===== config.mk =====
export PLATFORM = sky130hd
export DESIGN_NAME = rts_top
export DESIGN_NICKNAME = d
export VERILOG_FILES = /design/src/hw/rts_pkg.sv /design/src/hw/rts_mem.sv /design/src/hw/rts_top.sv
export SDC_FILE = /design/constraint.sdc
export NUM_CORES = 1
export LEC_CHECK = 0
export ABC_AREA = 1
export BUFFER_PORTS_ARGS = -buffer_cell sky130_fd_sc_hd__buf_2
export CAP_MARGIN = 20
export CORE_ASPECT_RATIO = 1.5
export CORE_MARGIN = 2
export CORE_UTILIZATION = 30
export DETAILED_ROUTE_END_ITERATION = 7
export GPL_ROUTABILITY_DRIVEN = 0
export GPL_TIMING_DRIVEN = 0
export SYNTH_ARGS = -nofsm -noshare
export SYNTH_HDL_FRONTEND = slang
export SYNTH_SLANG_ARGS = --single-unit

===== constraint.sdc =====
create_clock -name clk_in -period 6.7 [get_ports clk_in]
set_clock_uncertainty 0.2 [all_clocks]
set_input_delay 0.67 -clock clk_in [delete_from_list [all_inputs] [get_ports clk_in]]
set_output_delay 0.67 -clock clk_in [all_outputs]
set_load 0.01 [all_outputs]

===== src/hw/rts_pkg.sv =====
// Shared timing constants for the receipt timestamp and range block.
package rts_pkg;

  // Local clock.
  localparam int CLK_PERIOD_NS = 4;

  // Receipt timestamp step and the cycles per step.
  localparam int STAMP_STEP_NS = 100;
  localparam int STAMP_CYC     = STAMP_STEP_NS / CLK_PERIOD_NS;

  // Message start slot period.
  localparam int MSO_PERIOD_US = 250;
  localparam int MSO_CYC       = (MSO_PERIOD_US * 1000) / CLK_PERIOD_NS;

  // One UTC second.
  localparam int SEC_NS  = 1_000_000_000;
  localparam int SEC_CYC = SEC_NS / CLK_PERIOD_NS;

  // Alignment and stamping error budgets; the design must stay well inside them.
  localparam int TX_ALIGN_ERR_NS = 500;
  localparam int TX_ALIGN_CYC    = TX_ALIGN_ERR_NS / CLK_PERIOD_NS;
  localparam int STAMP_ERR_NS    = 500;
  localparam int STAMP_ERR_CYC   = STAMP_ERR_NS / CLK_PERIOD_NS;

  // Grace time after a missing second pulse before coupling is dropped.
  localparam int PULSE_LATE_NS  = 1000;
  localparam int PULSE_LATE_CYC = PULSE_LATE_NS / CLK_PERIOD_NS;

  // Cycles from the time pulse pin to the counter restart (two sync stages plus edge).
  localparam int PULSE_PATH_CYC = 3;

  // Range tracking machine.
  typedef enum logic [0:0] {
    RTS_RANGE_IDLE,
    RTS_RANGE_LOOK
  } rts_range_state_e;

endpackage : rts_pkg


===== src/hw/rts_mem.sv =====
// Per-target store of the integer slot count, registered read.
`timescale 1ns/1ps
module rts_mem #(
  parameter int WIDTH = 12,
  parameter int DEPTH = 16
) (
  input  wire logic                     clk_in,
  input  wire logic                     rst_b_in,
  input  wire logic                     wr_en_in,
  input  wire logic [$clog2(DEPTH)-1:0] wr_addr_in,
  input  wire logic [WIDTH-1:0]         wr_data_in,
  input  wire logic [$clog2(DEPTH)-1:0] rd_addr_in,
  output logic      [WIDTH-1:0]         rd_data_out
);

  logic [WIDTH-1:0] mem_q [DEPTH];
  logic [WIDTH-1:0] rd_data_d;

  always_comb
  begin
    rd_data_d = mem_q[rd_addr_in];
  end

  always_ff @(posedge clk_in)
  begin
    if (wr_en_in)
    begin
      mem_q[wr_addr_in] <= wr_data_in;
    end
    if (!rst_b_in)
    begin
      rd_data_out <= '0;
    end
    else
    begin
      rd_data_out <= rd_data_d;
    end
  end

endmodule : rts_mem


===== src/hw/rts_top.sv =====
// Time base, slot-aligned transmit start, receipt stamping and per-target range.
// How it works
// - utc_coupled_out always tells the transmit path whether time is UTC coupled.
// - Transmit start fires on the very edge a message start slot begins.
// - Receipt stamp is latched from the disciplined counter, truncated to whole 100 ns (25 cycle) steps.
// - External second pulse, or internal one, restarts the whole time base.
// - Receipt stamp counts 100 ns steps from the start of the UTC second.
// - Range is whole 250 us slots plus the fraction of one slot.
// - Fraction is recomputed from each state vector report.
// - Integer count becomes valid only after a long type 1 report.
// - Epoch field gives the transmit slot; integer is receipt slot minus it.
// - Between epoch reports the stored integer is reused with fresh fractions.
`timescale 1ns/1ps
module rts_top #(
  parameter int SEC_CYC  = rts_pkg::SEC_CYC,
  parameter int MSO_CYC  = rts_pkg::MSO_CYC,
  parameter int TARGETS  = 16,
  localparam int TGTW    = $clog2(TARGETS),
  localparam int TPS     = SEC_CYC / rts_pkg::STAMP_CYC,
  localparam int TPM     = MSO_CYC / rts_pkg::STAMP_CYC,
  localparam int MPS     = SEC_CYC / MSO_CYC,
  localparam int STW     = $clog2(TPS),
  localparam int FRW     = $clog2(TPM),
  localparam int IDXW    = $clog2(MPS),
  localparam int SECW    = $clog2(SEC_CYC + rts_pkg::PULSE_LATE_CYC + 1)
) (
  input  wire logic            clk_in,
  input  wire logic            rst_b_in,
  input  wire logic            second_pulse_in,
  input  wire logic            internal_pulse_in,
  input  wire logic            time_source_ext_in,
  input  wire logic            utc_lock_in,
  input  wire logic            tx_request_in,
  input  wire logic            rx_sync_in,
  input  wire logic            rpt_valid_in,
  input  wire logic [TGTW-1:0] rpt_target_in,
  input  wire logic            rpt_long_type1_in,
  input  wire logic [IDXW-1:0] rpt_epoch_in,
  input  wire logic            rpt_remote_coupled_in,
  output logic                 utc_coupled_out,
  output logic                 tx_start_out,
  output logic      [STW-1:0]  receipt_time_stamp_out,
  output logic      [IDXW-1:0] receipt_slot_out,
  output logic                 stamp_valid_out,
  output logic                 range_strobe_out,
  output logic                 range_ok_out,
  output logic      [TGTW-1:0] range_target_out,
  output logic      [IDXW-1:0] range_int_out,
  output logic      [FRW-1:0]  range_frac_out
);

  initial
  begin
    if (SEC_CYC % MSO_CYC != 0 || MSO_CYC % rts_pkg::STAMP_CYC != 0 || TARGETS < 2
        || (2 ** TGTW) != TARGETS)
    begin
      $error("rts_top: second must hold whole slots, slot whole stamp steps");
    end
  end

  // Pin synchronisers: stage one is read only by stage two.
  logic [2:0] sync1_q;
  logic [2:0] sync2_q;
  logic       pulse_prev_q;

  // Time base.
  logic [$clog2(rts_pkg::STAMP_CYC)-1:0] tick_q, tick_d;
  logic [STW-1:0]  stamp_q, stamp_d;
  logic [FRW-1:0]  mso_tick_q, mso_tick_d;
  logic [$clog2(MSO_CYC)-1:0] mso_cyc_q, mso_cyc_d;
  logic [IDXW-1:0] mso_idx_q, mso_idx_d;
  logic [SECW-1:0] since_q, since_d;
  logic            coupled_q, coupled_d;
  logic            pend_q, pend_d;
  logic            tx_start_d;
  logic            pulse_sel;
  logic            pulse_edge;
  logic            boundary;

  // Receipt capture.
  logic [STW-1:0]  stamp_out_d;
  logic [IDXW-1:0] rx_slot_d;
  logic [FRW-1:0]  rx_frac_q, rx_frac_d;
  logic            rx_coupled_q, rx_coupled_d;
  logic            stamp_valid_d;

  // Range tracking.
  rts_pkg::rts_range_state_e st_q, st_d;
  logic [TARGETS-1:0] tvalid_q, tvalid_d;
  logic [TGTW-1:0] tgt_q, tgt_d;
  logic            type1_q, type1_d;
  logic [IDXW-1:0] epoch_q, epoch_d;
  logic            remote_q, remote_d;
  logic            range_strobe_d;
  logic            range_ok_d;
  logic [IDXW-1:0] range_int_d;
  logic [FRW-1:0]  range_frac_d;
  logic            wr_en;
  logic [IDXW-1:0] int_calc;
  logic [IDXW:0]   int_wide;
  logic [IDXW-1:0] mem_rd;
  logic            pair_ok;

  rts_mem #(
    .WIDTH (IDXW),
    .DEPTH (TARGETS)
  ) u_mem (
    .clk_in      (clk_in),
    .rst_b_in    (rst_b_in),
    .wr_en_in    (wr_en),
    .wr_addr_in  (tgt_q),
    .wr_data_in  (int_calc),
    .rd_addr_in  (rpt_target_in),
    .rd_data_out (mem_rd)
  );

  always_comb
  begin
    pulse_sel  = time_source_ext_in ? sync2_q[0] : sync2_q[1];
    // Selection sits after the synchronisers, so switching sources can fake one edge.
    pulse_edge = pulse_sel && !pulse_prev_q;
    boundary   = pulse_edge || (mso_cyc_q == ($bits(mso_cyc_q))'(MSO_CYC - 1));

    tick_d     = tick_q;
    stamp_d    = stamp_q;
    mso_tick_d = mso_tick_q;
    mso_cyc_d  = mso_cyc_q;
    mso_idx_d  = mso_idx_q;
    if (pulse_edge)
    begin
      // Restart on the second; the pin path costs a fixed 12 ns, far inside budget.
      tick_d     = '0;
      stamp_d    = '0;
      mso_tick_d = '0;
      mso_cyc_d  = '0;
      mso_idx_d  = '0;
    end
    else
    begin
      if (tick_q == ($bits(tick_q))'(rts_pkg::STAMP_CYC - 1))
      begin
        tick_d     = '0;
        stamp_d    = (stamp_q == STW'(TPS - 1)) ? '0 : stamp_q + 1'b1;
        mso_tick_d = (mso_tick_q == FRW'(TPM - 1)) ? '0 : mso_tick_q + 1'b1;
      end
      else
      begin
        tick_d = tick_q + 1'b1;
      end
      if (boundary)
      begin
        mso_cyc_d = '0;
        mso_idx_d = (mso_idx_q == IDXW'(MPS - 1)) ? '0 : mso_idx_q + 1'b1;
      end
      else
      begin
        mso_cyc_d = mso_cyc_q + 1'b1;
      end
    end

    since_d = pulse_edge ? '0 : (since_q == '1 ? since_q : since_q + 1'b1);
    if (!sync2_q[2])
    begin
      coupled_d = 1'b0;
    end
    else if (pulse_edge)
    begin
      coupled_d = 1'b1;
    end
    else if (since_q >= SECW'(SEC_CYC + rts_pkg::PULSE_LATE_CYC))
    begin
      coupled_d = 1'b0;
    end
    else
    begin
      coupled_d = coupled_q;
    end

    // A request waits for the next slot start; the start pulse shares that edge.
    tx_start_d = (pend_q || tx_request_in) && boundary;
    pend_d     = (pend_q || tx_request_in) && !boundary;

    stamp_out_d   = receipt_time_stamp_out;
    rx_slot_d     = receipt_slot_out;
    rx_frac_d     = rx_frac_q;
    rx_coupled_d  = rx_coupled_q;
    stamp_valid_d = rx_sync_in;
    if (rx_sync_in)
    begin
      stamp_out_d  = stamp_q;
      rx_slot_d    = mso_idx_q;
      rx_frac_d    = mso_tick_q;
      rx_coupled_d = coupled_q;
    end
  end

  always_comb
  begin
    int_wide = {1'b0, receipt_slot_out} - {1'b0, epoch_q};
    if (receipt_slot_out < epoch_q)
    begin
      int_wide = int_wide + (IDXW + 1)'(MPS);
    end
    int_calc = int_wide[IDXW-1:0];
    pair_ok  = coupled_q && rx_coupled_q && remote_q;

    st_d           = st_q;
    tvalid_d       = tvalid_q;
    tgt_d          = tgt_q;
    type1_d        = type1_q;
    epoch_d        = epoch_q;
    remote_d       = remote_q;
    wr_en          = 1'b0;
    range_strobe_d = 1'b0;
    range_ok_d     = range_ok_out;
    range_int_d    = range_int_out;
    range_frac_d   = range_frac_out;
    case (st_q)
      rts_pkg::RTS_RANGE_IDLE:
      begin
        if (rpt_valid_in)
        begin
          tgt_d    = rpt_target_in;
          type1_d  = rpt_long_type1_in;
          epoch_d  = rpt_epoch_in;
          remote_d = rpt_remote_coupled_in;
          st_d     = rts_pkg::RTS_RANGE_LOOK;
        end
      end
      rts_pkg::RTS_RANGE_LOOK:
      begin
        range_strobe_d = 1'b1;
        range_frac_d   = rx_frac_q;
        if (!pair_ok)
        begin
          tvalid_d[tgt_q] = 1'b0;
          range_ok_d      = 1'b0;
          range_int_d     = mem_rd;
        end
        else if (type1_q)
        begin
          wr_en           = 1'b1;
          tvalid_d[tgt_q] = 1'b1;
          range_ok_d      = 1'b1;
          range_int_d     = int_calc;
        end
        else
        begin
          range_ok_d  = tvalid_q[tgt_q];
          range_int_d = mem_rd;
        end
        st_d = rts_pkg::RTS_RANGE_IDLE;
      end
      default:
      begin
        st_d = rts_pkg::RTS_RANGE_IDLE;
      end
    endcase
    if (!coupled_q)
    begin
      tvalid_d = '0;
    end
  end

  always_ff @(posedge clk_in)
  begin
    if (!rst_b_in)
    begin
      sync1_q                <= '0;
      sync2_q                <= '0;
      pulse_prev_q           <= 1'b0;
      tick_q                 <= '0;
      stamp_q                <= '0;
      mso_tick_q             <= '0;
      mso_cyc_q              <= '0;
      mso_idx_q              <= '0;
      since_q                <= '0;
      coupled_q              <= 1'b0;
      pend_q                 <= 1'b0;
      utc_coupled_out        <= 1'b0;
      tx_start_out           <= 1'b0;
      receipt_time_stamp_out <= '0;
      receipt_slot_out       <= '0;
      rx_frac_q              <= '0;
      rx_coupled_q           <= 1'b0;
      stamp_valid_out        <= 1'b0;
      st_q                   <= rts_pkg::RTS_RANGE_IDLE;
      tvalid_q               <= '0;
      tgt_q                  <= '0;
      type1_q                <= 1'b0;
      epoch_q                <= '0;
      remote_q               <= 1'b0;
      range_strobe_out       <= 1'b0;
      range_ok_out           <= 1'b0;
      range_target_out       <= '0;
      range_int_out          <= '0;
      range_frac_out         <= '0;
    end
    else
    begin
      sync1_q                <= {utc_lock_in, internal_pulse_in, second_pulse_in};
      sync2_q                <= sync1_q;
      pulse_prev_q           <= pulse_sel;
      tick_q                 <= tick_d;
      stamp_q                <= stamp_d;
      mso_tick_q             <= mso_tick_d;
      mso_cyc_q              <= mso_cyc_d;
      mso_idx_q              <= mso_idx_d;
      since_q                <= since_d;
      coupled_q              <= coupled_d;
      pend_q                 <= pend_d;
      utc_coupled_out        <= coupled_d;
      tx_start_out           <= tx_start_d;
      receipt_time_stamp_out <= stamp_out_d;
      receipt_slot_out       <= rx_slot_d;
      rx_frac_q              <= rx_frac_d;
      rx_coupled_q           <= rx_coupled_d;
      stamp_valid_out        <= stamp_valid_d;
      st_q                   <= st_d;
      tvalid_q               <= tvalid_d;
      tgt_q                  <= tgt_d;
      type1_q                <= type1_d;
      epoch_q                <= epoch_d;
      remote_q               <= remote_d;
      range_strobe_out       <= range_strobe_d;
      range_ok_out           <= range_ok_d;
      range_target_out       <= tgt_q;
      range_int_out          <= range_int_d;
      range_frac_out         <= range_frac_d;
    end
  end

endmodule : rts_top


==> summary.txt, run 1 <==
Run status
  • Status: finished clean

Power
  • Seq pwr share: 0.491
  • Internal: 0.00441 W
  • Leak: 7.77 nW
  • Max VDD drop: 0.000202 V
  • Clock share of power: 0.406
  • P_sw: 0.00151 W
  • PwrDens: 282 mW/mm2
  • Sw frac: 0.255
  • Combinational power share: 0.103

Setup path
  • Worst Path Max Fanout: 16
  • Most frequent CP cell: nand2_1
  • Data arrival, critical path: 3.25 ns
  • WP data required: 6.61 ns
  • CP Capture Type: register
  • Startpoint Class: register
  • Crit-path cells: inv_1 -> ha_1 -> fa_1 -> inv_1 -> nand2_1 -> nand4_1 -> nand2_1 -> ha_1 -> nand3b_1 -> nor2_2 -> nand2_1 -> nand2_1 -> nand2_1
  • R2R Setup Slk: 3.36 ns
  • Slowest Stage Delay on Critical Path: 0.44 ns
  • Crit path max-delay cell type: nand2_1
  • CP Class: register to register

Placement
  • PortBufs: 92
  • Post-DP HPWL: 42.1 mm

GRT
  • Gr usage total: 0.178
  • First-pass GRT wire length: 85.4 mm
  • Initial antenna violation count: 8
  • Vias in the first global route: 14,800
  • GRT overflow: 0
  • Largest net degree at the start of global routing: 18

Timing
  • Final hold violations: 0
  • Count of final setup violators: 0
  • Worst slew pin tran: 0.964 ns
  • RSZ-0062 raised after global routing: false
  • Slew Limit Fails: 0
  • Fin crit share: 0.498
  • TNS Setup: 0 ns
  • Slew HR: 0.357
  • Hold_ws: 0.0930 ns
  • Max Clk Rate: 0.300 GHz
  • Min Tclk post-route: 3.34 ns

Layout
  • Final #Nets: 2,182
  • Filler Cells Inserted: 5,931
  • Fraction of layout cells with a size suffix above 1: 0.101
  • Syn-to-layout area delta: 16.8%
  • Footprint of the multi-input gates: 0.00647 mm2
  • FF/Latch Area: 0.0105 mm2

Worst hold path
  • Hold Crit Class: input pin to register

Synth
  • EDFF count, synth: 192
  • Post-synth cell types: 45
  • Synth warnings: 0
  • Mapped Avg Cell Area: 9.06 um2
  • Async S/R FF share, synth: 0
  • Ys flop type: dfxtp_1
  • Synth Register Bits: 426
  • Sequential share of the synthesized area: 0.581
  • Post-synthesis instance total: 1,985
  • Syn_nets: 2,034
  • Mapped Area: 0.0180 mm2

Clock network
  • H-tree depth: 2
  • TritonCTS clock tree: yes
  • Hold Buf Count CTS: 0
  • # resized after CTS: 0
  • Clock Latency Late Sink: 0.57 ns
  • # Post-CTS Setup Buffers: 0
  • Reg clk slew, reported paths: 0.07 ns
  • Maximum buffer depth of the clock tree: 3
  • Cts bufs inserted: 40
  • Clock Tree Root: clkbuf_16
  • Clk sinks: 426

Route
  • Final routed DRC violation total: 0
  • WL met2: 29.0 mm
  • Top layer in use: met5
  • Drt initial violations: 1,256
  • Post-DRT Antenna Nets: 0
  • Met1 WL: 20.7 mm
  • Vias per inst: 5.12
  • Vias: 15,100
  • Met3 WL: 3.87 mm
  • Routed len/inst: 19.1 um
  • Drt first pass iters: 8
  • WL final: 56.2 mm

Floorplanning
  • Core box area: 0.0591 mm2
  • Die W: 204 um
  • Die height: 304 um
  • Initial core utilization: 0.305
  • Die area: 0.0620 mm2
  • FP Rows: 109
  • Ports: 96

Run
  • Total of max-cap violations: 0
## per-stage QoR
step / instance area, um2 / std cells / util / power [W] / setup WS (ns)
detailed placement: 19600 / 2868 / 0.333 / 0.00357 / 3.33
floorplan: 18000 / 1985 / - / 0.00328 / 3.94
CTS: 21000 / 2942 / 0.356 / 0.00593 / 3.30
global placement: 19400 / 2854 / 0.329 / 0.00352 / 2.39
global route: 21000 / 2942 / 0.356 / 0.00610 / 3.06
finish: 21000 / 2943 / 0.356 / 0.00592 / 3.36
## power groups by stage
stage | registers, W | clock network (W) | logic (W)
final | 0.00290 | 0.00240 | 0.000609
after global routing | 0.00291 | 0.00253 | 0.000664
after CTS | 0.00290 | 0.00242 | 0.000608
after detailed placement | 0.00296 | 0 | 0.000606
after global placement | 0.00296 | 0 | 0.000559
after floorplan | 0.00296 | 0 | 0.000325
## layer usage
metal,vias to the layer above,GRT usage
li1,7098,-
met3,160,0.0356
met5,-,0
met4,12,0.0767
met2,562,0.329
met1,7229,0.195
## cell type report
type / instances / area share
Multi-Input combinational cell: 1265 / 0.308
Timing Repair Buffer: 106 / 0.0294
Inverter: 214 / 0.0382
Clock buffer: 52 / 0.0512
Sequential cell: 426 / 0.497
Antenna cell: 1 / 0.000119
Clock inverter: 22 / 0.0141
Tap cell: 777 / 0.0463
Buffer: 80 / 0.0154
## registers in the layout, summed over array words and instances, names as in the netlist, 16 cells and up, named ones only
register                count
since_q                    28
u_mem.mem_q               192
mso_cyc_q                  16
stamp_q                    24
receipt_time_stamp_out     24
## cell usage after synthesis (2+ instances only)
library cell	instances	share of area
nor3b_1	6	0.0025
nand2_1	272	0.057
nor4_1	9	0.0031
a22oi_1	7	0.0029
a21oi_1	130	0.036
xor2_1	27	0.013
nor2_2	5	0.0017
nand3_2	2	0.0011
nor3_2	2	0.0011
nand4_1	39	0.014
o21ai_0	214	0.060
nand3b_1	4	0.0017
inv_2	6	0.0013
a211oi_1	2	0.00083
nand3_1	78	0.022
or2_2	6	0.0021
buf_2	13	0.0036
o22ai_1	17	0.0059
inv_1	208	0.043
edfxtp_1	192	0.32
o211ai_1	14	0.0058
o221ai_1	35	0.017
ha_1	21	0.015
o21bai_1	2	0.00083
a31oi_1	11	0.0038
nor3_1	55	0.015
nor2_4	3	0.0019
dfxtp_1	234	0.26
nor2_1	271	0.057
xnor2_1	10	0.0049
clkbuf_1	65	0.014
a22o_1	12	0.0058
## layout by cell type, fill, tap and decap left out, types with 3 or more instances in the layout
cell type	Yosys	routed
buf_8	0	4
clkbuf_1	65	74
nor3_2	2	7
a21oi_1	130	130
nand3_1	78	78
buf_2	13	105
clkbuf_8	0	3
buf_6	1	7
xor2_1	27	26
clkinv_2	0	6
nand4_1	39	39
bufinv_16	0	6
o21ai_0	214	214
nand2_1	272	272
xnor2_1	10	8
o221ai_1	35	35
nor4_1	9	9
inv_2	6	6
o211ai_1	14	14
nor2_4	3	3
or2_2	6	6
buf_4	0	4
edfxtp_1	192	192
clkbuf_16	0	40
nor2_1	271	269
a22o_1	12	12
nand3b_1	4	4
ha_1	21	21
a22oi_1	7	7
o22ai_1	17	17
nor3_1	55	50
nor3b_1	6	6
dfxtp_1	234	234
clkinv_1	0	4
inv_1	208	208
a31oi_1	11	10
nor2_2	5	7
## path summary, 6_finish.rpt
kind | end | cells past startpoint | startpoint
worst min-delay path | sync1_q[2] | 3 | utc_lock_in
worst max register to register | u_mem.mem_q[10][11] | 13 | receipt_slot_out[0]
worst min register to register | sync2_q[2] | 2 | sync1_q[2]
worst max-delay path | u_mem.mem_q[10][11] | 13 | receipt_slot_out[0]
## cell families (layout without fill, tap and decap cells)
| group | Yosys count | count (layout) | synth area share |
|---|---|---|---|
| buf+inv | 294 | 474 | 0.0627 |
| mux | 1 | 1 | 0.000557 |
| simple gates | 759 | 759 | 0.182 |
| flops | 426 | 426 | 0.581 |
| fa+ha+maj | 22 | 22 | 0.0157 |
| xor+xnor | 37 | 37 | 0.0180 |
| other cells | 0 | 1 | 0 |
| compound gates | 446 | 446 | 0.140 |
## critical path: cells and delay by family (launching register included)
| family | cells | cell delay [ns] |
|---|---|---|
| buffers and inverters | 2 | 0.20 |
| adder cells (fa/ha/maj) | 3 | 0.85 |
| AND/OR/NAND/NOR | 8 | 1.27 |
| flip-flops | 1 | 0.36 |
Note: power is estimated with default switching activity, not from simulation.
==> inputs of run 2 (changes only) <==
- clock period: 6.7 -> 3.2 ns (I/O delays scaled with it)
==> run 2 against run 1 <==
  * Cell count rose by 0.85%
  * Fmax rose by 7.0%
  * Final area rose by 1.5%
  * Critical path type unchanged
  * Largest cell class unchanged
  * Highest routed layer is now met4
==> summary.txt, run 2 (synthesis results as in run 1) <==
Power
  • Max VDD drop: 0.000423 V (+110%)
  • PwrDens: 585 mW/mm2 (+110%)
  • Leak: 7.90 nW (+1.7%)

Layout
  • Most common cell after layout, fill and taps aside: nand2_1
  • Fin cells: 2,968 (+0.85%)
  • Largest Register: u_mem.mem_q
  • Max FFs per register: 192 (unchanged)
  • FF/Latch Area: 0.0105 mm2 (about the same)
  • Syn-to-layout area delta: 18.5%
  • Most frequent cells in the layout: nand2_1, nor2_1, dfxtp_1
  • Filler Cells Inserted: 5,912 (-0.32%)
  • Footprint of the multi-input gates: 0.00652 mm2 (+0.87%)
  • Largest registers: u_mem.mem_q: 192 flops, since_q: 28 flops
  • Final Instance Area: 0.0213 mm2 (+1.5%)
  • Final #Nets: 2,206 (+1.1%)
  • Fraction of layout cells with a size suffix above 1: 0.105 (+0.00392)

Setup path
  • CP Class: register to register
  • WP data required: 3.26 ns (-3.35 ns)
  • Data arrival, critical path: 3.18 ns (-0.07 ns)
  • Crit-path cells: nand3_2 -> nor2_4 -> inv_2 -> nor2_4 -> inv_1 -> nor3_2 -> buf_6
  • Most frequent CP cell: nor2_4
  • CP Capture Type: register
  • Largest delay share family, worst path: simple AND/OR/NAND/NOR gates
  • CP bufs+invs: 3 (+1)
  • Slowest Stage Delay on Critical Path: 0.61 ns (+0.17 ns)
  • Worst Path Max Fanout: 10 (-6)
  • Startpoint Class: register
  • Crit path max-delay cell type: nor3_2

Route
  • Vias: 15,100 (+0.52%)
  • Post-DRT Antenna Nets: 0 (unchanged)
  • WL final: 56.3 mm (+0.25%)
  • Drt first pass iters: 8 (unchanged)
  • Routed len/inst: 19.0 um (-0.60%)
  • Drt initial violations: 1,265 (+0.72%)
  • Vias per inst: 5.10 (-0.32%)
  • Final routed DRC violation total: 0 (unchanged)

GRT
  • Gr usage total: 0.178 (+0.000367)
  • Initial antenna violation count: 4 (-4)
  • GRT overflow: 0 (unchanged)
  • Largest net degree at the start of global routing: 18 (unchanged)
  • Met2 Track Usage GR: 0.330 (+0.00150)
  • Met1 usage: 0.197 (+0.00226)
  • First-pass GRT wire length: 85.7 mm (+0.36%)
  • GR Util met3: 0.0319 (-0.00364)
  • Top Usage Layer GRT: met2
  • Vias in the first global route: 14,900 (+0.65%)

Timing
  • Slew HR: 0.325 (-0.0318)
  • Count of final setup violators: 0 (unchanged)
  • TNS Setup: 0 ns (unchanged)
  • Slew Limit Fails: 0 (unchanged)
  • Fin crit share: 0.975 (+0.477)
  • Worst slew pin tran: 1.01 ns (+0.0476 ns)
  • RSZ-0062 raised after global routing: true
  • Min Tclk post-route: 3.12 ns (-0.218 ns)
  • Max Clk Rate: 0.320 GHz (+7.0%)
  • Final hold violations: 0 (unchanged)

Floorplanning
  • Initial core utilization: 0.305 (unchanged)
  • Die height: 304 um (unchanged)
  • Die area: 0.0620 mm2 (unchanged)
  • FP Rows: 109 (unchanged)
  • Ports: 96 (unchanged)
  • Core box area: 0.0591 mm2 (unchanged)
  • Die W: 204 um (unchanged)

Clock network
  • Clk sinks: 426 (unchanged)
  • TritonCTS clock tree: yes
  • Clock Latency Late Sink: 0.56 ns (about the same)
  • Maximum buffer depth of the clock tree: 3 (unchanged)
  • Cts bufs inserted: 40 (unchanged)
  • Reg clk slew, reported paths: 0.07 ns (about the same)
  • H-tree depth: 2 (unchanged)
  • Clock Tree Root: clkbuf_16

Run status
  • Status: finished clean

Placement
  • Post-DP HPWL: 42.1 mm (unchanged)
  • Area after DPL: 0.0196 mm2 (unchanged)
  • Cell Count Post-Placement: 2,868 (unchanged)
  • PortBufs: 92 (unchanged)

Run
  • Total of max-cap violations: 0 (unchanged)

Worst hold path
  • Hold Crit Class: input pin to register
-- run 2: final cells by class --
class,count,share of cell area
buffer,80,0.0152
multi-input combinational,1265,0.306
sequential,426,0.490
tap,777,0.0456
clock inverter,22,0.0139
clock buffer,52,0.0505
timing repair buffer,130,0.0405
antenna,2,0.000235
inverter,214,0.0379
-- run 2: per-layer routing --
layer / vias to the layer above / share of wire
met1: 7294 / 0.37
met3: 134 / 0.065
met4: 0 / 0.042
met5: - / 0
li1: 7156 / -
met2: 556 / 0.52
-- run 2: worst register-to-register path, stage by stage (launching register included) --
cell and delay (ns):
dfxtp_1 0.53, nand3_2 0.30, nor2_4 0.31, inv_2 0.20, nor2_4 0.21, inv_1 0.19, nor3_2 0.61, buf_6 0.27
-- run 2: repair_timing --
| action | in CTS | in global routing |
|---|---|---|
| pin swaps | 0 | 1 |
| hold buffers | 21 | 0 |
| setup endpoints to repair | 40 | 87 |
| resized for setup | 8 | 5 |
| hold endpoints to repair | 24 | 0 |
| buffers inserted | 1 | 2 |
-- run 2: path summary, 6_finish.rpt --
| check | from | to | slack, ns | depth (start not counted) |
|---|---|---|---|---|
| worst min register to register | sync1_q[2] | sync2_q[2] | 0.22 | 2 |
| worst min-delay path | rst_b_in | register | 0.03 | 3 |
| worst max-delay path | coupled_q | u_mem.mem_q[12][6] | 0.08 | 7 |
| worst max register to register | coupled_q | u_mem.mem_q[12][6] | 0.08 | 7 |
-- run 2: metrics by stage --
step | hold WS (ns) | util | worst slack [ns] | total power (W)
2_1_floorplan | 0.190 | - | 0.440 | 0.00688
3_3_place_gp | 0.201 | 0.329 | -1.11 | 0.00737
3_5_place_dp | 0.202 | 0.333 | -0.171 | 0.00747
5_1_grt | 0.0626 | 0.361 | -0.0670 | 0.0129
4_1_cts | 0.0177 | 0.360 | 0.00564 | 0.0125
6_report | 0.0298 | 0.361 | 0.0798 | 0.0125
-- run 2: power by group --
group / internal [W] / switching, W / total, W
Clock: 0.00289 / 0.00214 / 0.00503
Combinational: 0.000380 / 0.000995 / 0.00138
Sequential: 0.00602 / 0.0000559 / 0.00608
